### config.mk
export PLATFORM = sky130hd
export DESIGN_NAME = powerline_command_sender
export DESIGN_NICKNAME = d
export VERILOG_FILES = /design/src/inc/plc_pkg.sv /design/src/hw/entry_mem.sv /design/src/hw/powerline_command_sender.sv
export VERILOG_INCLUDE_DIRS = /design/src /design/src/inc
export SDC_FILE = /design/constraint.sdc
export NUM_CORES = 1
export LEC_CHECK = 0
export BUFFER_PORTS_ARGS = -buffer_cell sky130_fd_sc_hd__buf_2
export CAP_MARGIN = 20
export CORE_UTILIZATION = 35
export CTS_BUF_LIST = sky130_fd_sc_hd__clkbuf_8 sky130_fd_sc_hd__clkbuf_16
export CTS_CLUSTER_SIZE = 10
export DETAILED_ROUTE_END_ITERATION = 16
export GPL_TIMING_DRIVEN = 0
export PLACE_DENSITY = 0.52
export SLEW_MARGIN = 30
export SYNTH_ARGS = -nofsm -noshare
export SYNTH_HDL_FRONTEND = slang
export SYNTH_SLANG_ARGS = --single-unit
### constraint.sdc
create_clock -name core_clk -period 4.5 [get_ports core_clk]
set_input_delay 0.225 -clock core_clk [delete_from_list [all_inputs] [get_ports core_clk]]
set_output_delay 0.225 -clock core_clk [all_outputs]
set_load 0.02 [all_outputs]
### src/inc/plc_cfg.svh
`ifndef PLC_CFG_SVH
`define PLC_CFG_SVH

// Code words sent in the key/action slot
`define SELECTED_ON_CMD 5'h12
`define SELECTED_OFF_CMD 5'h1A
`define ALL_OFF_CMD 5'h1C
`define LAMPS_ALL_ON_CMD 5'h14
`define DIM_CMD 5'h1E
`define BRIGHT_CMD 5'h16
`define KEY_FLIP 5'h08

// Frame layout: start pattern, then house and key/action, complemented
`define START_CODE 4'hE
`define FRAME_SYMS 22
`define LAST_SYM 5'h15
`define HOUSE_LSB 5

// Repeats and pacing
`define DEFAULT_REPS 8'h02
`define BRIGHT_LEVELS 19
`define GAP_LAST 3'h5

// Timing
`define CLK_MHZ 25
`define BURST_US 1000
`define ZC_PREC_US 50

`endif

### src/inc/plc_pkg.sv
`default_nettype none

package plc_pkg;

    // One entry of a request
    typedef struct packed {
        logic [3:0] house;
        logic [4:0] key_or_action;
        logic has_count;
        logic [7:0] count;
    } entry_t;

    typedef enum logic [2:0] {
        ST_IDLE,
        ST_LOAD,
        ST_LATCH,
        ST_SEND,
        ST_GAP
    } sender_state_t;

endpackage : plc_pkg

`default_nettype wire

### src/hw/entry_mem.sv
`timescale 1ns/1ps
`default_nettype none

module entry_mem #(
    parameter int AW = 4
) (
    input wire logic core_clk,
    input wire logic wr_en,
    input wire logic [AW-1:0] wr_addr,
    input wire plc_pkg::entry_t wr_data,
    input wire logic [AW-1:0] rd_addr,
    output plc_pkg::entry_t rd_data
);
    import plc_pkg::*;

    entry_t mem [0:(1<<AW)-1];
    entry_t rd_data_reg;

    // Registered read keeps this a plain RAM for synthesis
    always_ff @(posedge core_clk)
    begin
        if (wr_en)
            mem[wr_addr] <= wr_data;
        rd_data_reg <= mem[rd_addr];
    end

    assign rd_data = rd_data_reg;

endmodule : entry_mem

`default_nettype wire

### src/hw/powerline_command_sender.sv
`timescale 1ns/1ps
`default_nettype none
`include "plc_cfg.svh"

module powerline_command_sender #(
    parameter int AW = 4,
    parameter int BURST_CYCLES = `BURST_US * `CLK_MHZ
) (
    input wire logic core_clk,
    input wire logic rst_b,
    input wire logic ent_wr_en,
    input wire logic [AW-1:0] ent_wr_addr,
    input wire plc_pkg::entry_t ent_wr_data,
    input wire logic start,
    input wire logic [AW-1:0] entry_last,
    input wire logic [3:0] mod_pin_sel,
    input wire logic [3:0] zc_pin_sel,
    input wire logic [15:0] gpio_in,
    output logic [15:0] gpio_out,
    output logic [15:0] gpio_oe,
    output logic busy
);
    import plc_pkg::*;

    localparam int BW = $clog2(BURST_CYCLES + 1);
    localparam int ZC_PREC_CYC = `ZC_PREC_US * `CLK_MHZ;
    localparam int ZC_LAT_MAX = 3;

    sender_state_t state_reg;
    sender_state_t state_next;
    logic [AW-1:0] idx_reg;
    logic [AW-1:0] last_reg;
    logic [3:0] mod_sel_reg;
    logic [3:0] zc_sel_reg;
    logic [7:0] rep_reg;
    logic [7:0] rep_next;
    logic [4:0] sym_reg;
    logic [2:0] gap_reg;
    logic [BW-1:0] burst_cnt_reg;
    logic [15:0] sync1_reg;
    logic [15:0] sync2_reg;
    logic zc_prev_reg;
    logic [15:0] gpio_out_reg;
    logic [15:0] gpio_oe_reg;
    logic busy_reg;
    entry_t entry_reg;
    entry_t rd_data;

    // Request acceptance and frame decode
    wire accept = start && !busy_reg;
    wire mem_wr = ent_wr_en && !busy_reg;
    wire zc_level = sync2_reg[zc_sel_reg];
    wire zc_edge = zc_level ^ zc_prev_reg;
    // Action codes pass through untouched, so on/off stay one bit apart
    wire [8:0] payload = {entry_reg.house, entry_reg.key_or_action};
    wire [`FRAME_SYMS-1:0] frame_pat;
    wire [4:0] sym_pos = 5'(`FRAME_SYMS - 1) - sym_reg;
    wire sym_bit = frame_pat[sym_pos];
    wire frame_end = sym_reg == `LAST_SYM;
    wire last_entry = idx_reg == last_reg;
    wire burst_on = burst_cnt_reg != '0;
    wire [15:0] mod_onehot = 16'h0001 << mod_sel_reg;
    wire mod_level = gpio_out_reg[mod_sel_reg];

    // Start pattern stays uncomplemented so it cannot mimic data
    assign frame_pat[`FRAME_SYMS-1:`FRAME_SYMS-4] = `START_CODE;
    genvar j;
    generate
        for (j = 0; j < 9; j++)
        begin : g_sym
            assign frame_pat[2*j+1] = payload[j];
            assign frame_pat[2*j] = ~payload[j];
        end
    endgenerate

    // Missing count falls back to two; zero is taken as one
    assign rep_next = !rd_data.has_count ? `DEFAULT_REPS :
                      (rd_data.count == 8'h00) ? 8'h01 : rd_data.count;

    entry_mem #(
        .AW(AW)
    ) u_entries (
        .core_clk(core_clk),
        .wr_en(mem_wr),
        .wr_addr(ent_wr_addr),
        .wr_data(ent_wr_data),
        .rd_addr(idx_reg),
        .rd_data(rd_data)
    );

    // Sequencer
    always_comb
    begin
        state_next = state_reg;
        unique case (state_reg)
            ST_IDLE: if (accept) state_next = ST_LOAD;
            ST_LOAD: state_next = ST_LATCH;
            ST_LATCH: state_next = ST_SEND;
            ST_SEND:
                if (zc_edge && frame_end && rep_reg == 8'h01)
                    state_next = ST_GAP;
            ST_GAP:
                if (last_entry && !burst_on)
                    state_next = ST_IDLE;
                else if (!last_entry && zc_edge && gap_reg == `GAP_LAST)
                    state_next = ST_LOAD;
        endcase
    end

    // Two-stage synchroniser on all pins; selection after it
    always_ff @(posedge core_clk)
    begin
        sync1_reg <= gpio_in;
        sync2_reg <= sync1_reg;
        zc_prev_reg <= zc_level;
    end

    // Request state
    always_ff @(posedge core_clk)
    begin
        if (!rst_b)
        begin
            state_reg <= ST_IDLE;
            busy_reg <= 1'b0;
            idx_reg <= '0;
            last_reg <= '0;
            mod_sel_reg <= 4'h0;
            zc_sel_reg <= 4'h0;
        end
        else
        begin
            state_reg <= state_next;
            busy_reg <= state_next != ST_IDLE;
            if (accept)
            begin
                idx_reg <= '0;
                last_reg <= entry_last;
                mod_sel_reg <= mod_pin_sel;
                zc_sel_reg <= zc_pin_sel;
            end
            else if (state_reg == ST_GAP && state_next == ST_LOAD)
                idx_reg <= idx_reg + 1'b1;
        end
    end

    // Symbol, repeat and gap counters
    always_ff @(posedge core_clk)
    begin
        if (!rst_b)
        begin
            entry_reg <= '0;
            rep_reg <= 8'h00;
            sym_reg <= 5'h00;
            gap_reg <= 3'h0;
        end
        else if (state_reg == ST_LATCH)
        begin
            entry_reg <= rd_data;
            rep_reg <= rep_next;
            sym_reg <= 5'h00;
            gap_reg <= 3'h0;
        end
        else if (zc_edge && state_reg == ST_SEND)
        begin
            sym_reg <= frame_end ? 5'h00 : sym_reg + 5'h01;
            if (frame_end)
                rep_reg <= rep_reg - 8'h01;
        end
        else if (zc_edge && state_reg == ST_GAP)
            gap_reg <= gap_reg + 3'h1;
    end

    // Carrier burst count loads on the detected crossing edge; the pin rises two clocks later
    always_ff @(posedge core_clk)
    begin
        if (!rst_b)
            burst_cnt_reg <= '0;
        else if (zc_edge && state_reg == ST_SEND && sym_bit)
            burst_cnt_reg <= BW'(BURST_CYCLES);
        else if (burst_on)
            burst_cnt_reg <= burst_cnt_reg - 1'b1;
    end

    // Pin drivers; direction held after a request, as a set pin mode
    always_ff @(posedge core_clk)
    begin
        if (!rst_b)
        begin
            gpio_out_reg <= 16'h0000;
            gpio_oe_reg <= 16'h0000;
        end
        else
        begin
            gpio_out_reg <= burst_on ? mod_onehot : 16'h0000;
            if (state_reg == ST_LOAD)
                gpio_oe_reg <= mod_onehot;
        end
    end

    assign gpio_out = gpio_out_reg;
    assign gpio_oe = gpio_oe_reg;
    assign busy = busy_reg;

    // Checks
    mod_is_output_a: assert property (@(posedge core_clk) disable iff (!rst_b)
        busy_reg && state_reg != ST_LOAD |-> gpio_oe_reg == mod_onehot)
        else $error("modulation pin not in output mode");
    zc_is_input_a: assert property (@(posedge core_clk) disable iff (!rst_b)
        busy_reg && zc_sel_reg != mod_sel_reg |-> !gpio_oe_reg[zc_sel_reg])
        else $error("zero-crossing pin driven");
    default_reps_a: assert property (@(posedge core_clk) disable iff (!rst_b)
        state_reg == ST_LATCH && !rd_data.has_count |=> rep_reg == 8'h02)
        else $error("default repeat count wrong");
    start_pattern_a: assert property (@(posedge core_clk) disable iff (!rst_b)
        state_reg == ST_SEND && sym_reg < 5'h04
        |-> sym_bit == (sym_reg != 5'h03))
        else $error("start pattern wrong");
    pair_complement_a: assert property (@(posedge core_clk) disable iff (!rst_b)
        state_reg == ST_SEND && sym_reg > 5'h04 && sym_reg[0]
        |-> sym_bit == !frame_pat[5'(sym_pos + 5'h01)])
        else $error("data symbol not complemented");
    entry_order_a: assert property (@(posedge core_clk) disable iff (!rst_b)
        busy_reg && $past(busy_reg) && idx_reg != $past(idx_reg)
        |-> idx_reg == $past(idx_reg) + 1'b1)
        else $error("entries out of order");
    levels_fit_a: assert property (@(posedge core_clk) disable iff (!rst_b)
        state_reg == ST_LATCH && rd_data.has_count && rd_data.count != 8'h00
        |=> rep_reg == $past(rd_data.count))
        else $error("repeat count not loaded");
    mod_after_edge_a: assert property (@(posedge core_clk) disable iff (!rst_b)
        zc_edge && state_reg == ST_SEND && sym_bit
        |-> ##[1:ZC_LAT_MAX] mod_level)
        else $error("burst late after crossing");
    mod_on_crossing_a: assert property (@(posedge core_clk) disable iff (!rst_b)
        $rose(mod_level) && $stable(mod_sel_reg) |-> $past(zc_edge, 2))
        else $error("burst not started by crossing");
    busy_on_start_a: assert property (@(posedge core_clk) disable iff (!rst_b)
        accept |=> busy_reg ##1 busy_reg)
        else $error("busy missing after start");
    no_restart_a: assert property (@(posedge core_clk) disable iff (!rst_b)
        busy_reg && start |=> $stable(last_reg) && $stable(mod_sel_reg))
        else $error("request taken while busy");

    frame_done_c: cover property (@(posedge core_clk) disable iff (!rst_b)
        state_reg == ST_SEND ##1 state_reg == ST_GAP);
    chain_c: cover property (@(posedge core_clk) disable iff (!rst_b)
        state_reg == ST_GAP ##1 state_reg == ST_LOAD);
    request_done_c: cover property (@(posedge core_clk) disable iff (!rst_b)
        $fell(busy_reg));

endmodule : powerline_command_sender

`default_nettype wire

==> flow_summary.yaml <==
worst_setup_path:
  cp_cell_sequence: "buf_1 > clkbuf_1 > mux4_2 > mux4_2"
  endpoint_kind: "flip-flop"
  r2r_slack_ns: 1.50
  cp-start-kind: "flip-flop"
  r2r_start: "idx_reg[1]"
  crit_family: "buffers and inverters"
  crit_fanout: 10
  cp_slowest_stage_delay_ns: 0.76
  ff2ff_path_depth: 4
  critPathSlowestCell: "clkbuf_1"
  worst-path-stages: 4
  cp.arrival_ns: 3.44
  worst-setup-path-type: "reg2reg"
  r2r-end: "u_entries.rd_data[2]"
  cp-endpoint: "u_entries.rd_data[2]"
  crit_start: "idx_reg[1]"
  crit_path_frequent_cell: "mux4_2"
  cp.required_ns: 4.94
  crit_buf_inv: 2
run:
  maxCapViolCount: 0
clocking:
  clk_latency_ns: 0.59
  cts-buffers-inserted: 50
  cts_resized: 0
  cts_setup_buffers: 0
  htree_levels: 2
  cts.reportedPaths.clkPinSlew_ns: 0.06
  cts.sinks: 431
  cts-root-buf: "clkbuf_16"
  cts_tree: "built"
  clk_path_buf_depth: 3
power:
  p_switching_w: 0.00205
  sw_frac_of_total_pct: 23.4
  power_density_nw_per_um2: 440
  p_leak_nw: 6.78
  total_power_w: 0.00876
  peakVddDrop_mv: 0.286
  power_frac_seq_pct: 50.6
  internal_power_w: 0.00671
  clockPowerShare_pct: 41.1
  combPwrFrac_pct: 8.3
synth:
  synth.avg_cell_area_um2: 16.6
  synth_seq_cells: 431
  synth_xor_area_share_pct: 1.17
  synth.net_count: 1048
  synth_compound_area_share_pct: 4.58
  synth_edf_count: 288
  yosys.area_share.simple_pct: 7.82
  synth-async-reset-ratio_pct: 0
  ys_seq_area_share_pct: 70.6
  synth_top_family_by_area: "multiplexers"
  yosys_warnings: 0
  muxShareOfSynthArea_pct: 13.4
  synth_top_flop_cell: "edfxtp_1"
  ys_types: 61
  synth_fa_ha_area_share_pct: 0.844
  synthCells: 983
  syn-cell-area_um2: 16300
drt:
  drt-total-wl_mm: 38.4
  first_pass_iters: 5
  drc: 0
  wl_per_cell_um: 21.2
  num_vias: 9272
  routed_via_density: 5.11
  drt_iter0_markers: 805
  antenna_left: 0
placement:
  dp_hpwl_mm: 25.1
  place.port_buffers: 86
  place_ws_ns: 1.56
  routabilityCongestion: 0.805
timing:
  holdWs_ns: 0.0344
  slew_headroom_pct: 33.8
  setup_viol_count_final: 0
  setup_tns_ns: 0
  final_max_slew_viol_count: 0
  fin_crit_ns: 3.00
  fmax_mhz: 333
  worst_pin_slew_ns: 0.993
  rsz0062_at_grt: "no"
  fin_ws_ns: 1.50
  skew_ns: 0.0189
  finalHoldViolations: 0
  timing.final.crit_share_pct: 66.6
floorplan:
  rows: 78
  pin_count: 87
  start_util_pct: 35.7
  design.die.area_um2: 47400
  core-area_um2: 45700
  fp.dieH_um: 218
  die_w_um: 218
global_route:
  grt_start_max_net_pins: 17
  grt_usage_pct: 16.7
  grt_antenna_before_repair: 2
  grt_pass1_vias: 9573
  grt_pass1_wl_mm: 58.6
  overflow: 0
hold_path:
  worstHoldStart: "ent_wr_data[16]"
  holdPathStages: 1
  hold_path_class: "in2reg"
final_layout:
  fin_nets: 1256
  largest_register_ffs: 288
  syn_to_final_growth_pct: 22.1
  drive_gt1_share_pct: 25.4
  fill_cells: 4045
  final_common_cell: "edfxtp_1"
  mostFrequentLayoutCells: "288 x edfxtp_1, 143 x dfxtp_1, 97 x buf_2"
  diodes: 0
outcome:
  status: "completed"
-- repair_timing --
action	4_1_cts	5_1_grt
hold endpoints to repair	254	0
endpoints found under the setup margin	0	0
hold buffers	45	0
-- through the flow --
stage	instance area (um^2)	util (%)	instances
floorplan	16300	-	983
global placement	17500	38.3	1669
finish	19900	43.6	1815
detailed placement	18000	39.4	1694
global route	19900	43.6	1815
CTS	19900	43.6	1815
-- layer usage --
| layer | wire length (um) | global-route usage [%] |
|---|---|---|
| met1 | 17900 | 23.6 |
| met2 | 17500 | 25.7 |
| met3 | 2000 | 3.00 |
| met4 | 1030 | 6.18 |
| met5 | 10 | 0 |
-- how the worst min path moves through the flow --
stage,slack [ns],end
2_1_floorplan,0.25,sync1_reg[0]
3_3_place_gp,0.31,sync2_reg[7]
3_5_place_dp,0.31,sync2_reg[0]
4_1_cts,0.007,u_entries.mem[8][16]
5_1_grt,0.03,u_entries.mem[1][16]
6_report,0.03,u_entries.mem[1][16]
-- layout make-up --
cell class / instances / area [um^2] / area share [%]
buffer: 52 / 235 / 1.18
tap: 600 / 751 / 3.77
timing repair buffer: 156 / 1300 / 6.53
clock buffer: 54 / 1310 / 6.56
inverter: 8 / 30.0 / 0.151
multi-input combinational: 492 / 4640 / 23.3
clock inverter: 22 / 135 / 0.679
sequential: 431 / 11500 / 57.8
-- cells by family (layout without fill, tap and decap cells) --
group / after synthesis / in the layout
and+or+nand+nor: 257 / 257
buffers and inverters: 60 / 292
muxes: 99 / 99
AOI/OAI and AO/OA: 104 / 104
adders and majority gates: 11 / 11
xor gates and xnor gates: 21 / 21
DFF: 431 / 431
-- synthesized netlist by cell type, drive strengths merged (3+ instances only) --
library cell	number	share of area (%)
a211oi	3	0.17
a21boi	40	1.8
a21oi	18	0.55
a311oi	4	0.21
a31o	3	0.16
a32oi	4	0.21
and2	7	0.27
and3	13	0.50
buf	17	0.60
clkbuf	35	0.81
dfxtp	143	18
edfxtp	288	53
ha	11	0.84
inv	8	0.18
mux2i	4	0.25
mux4	95	13
nand2	91	2.1
nand2b	10	0.38
nand3	17	0.52
nand4	13	0.50
nor2	49	1.1
nor2b	10	0.38
nor3	17	0.59
nor4	5	0.23
nor4b	3	0.16
o211ai	4	0.18
o21ai	11	0.34
o31ai	3	0.14
or3	9	0.38
or4	3	0.14
xnor2	13	0.74
xor2	8	0.43
-- power groups by stage --
stage          logic [W]  registers, W  clock network (W)
6_report        0.000728       0.00443            0.00360
5_1_grt         0.000821       0.00445            0.00383
4_1_cts         0.000737       0.00443            0.00369
3_5_place_dp    0.000702       0.00451                  0
3_3_place_gp    0.000669       0.00451                  0
2_1_floorplan   0.000461       0.00450                  0
No activity file was read; power rests on OpenSTA's default activity.
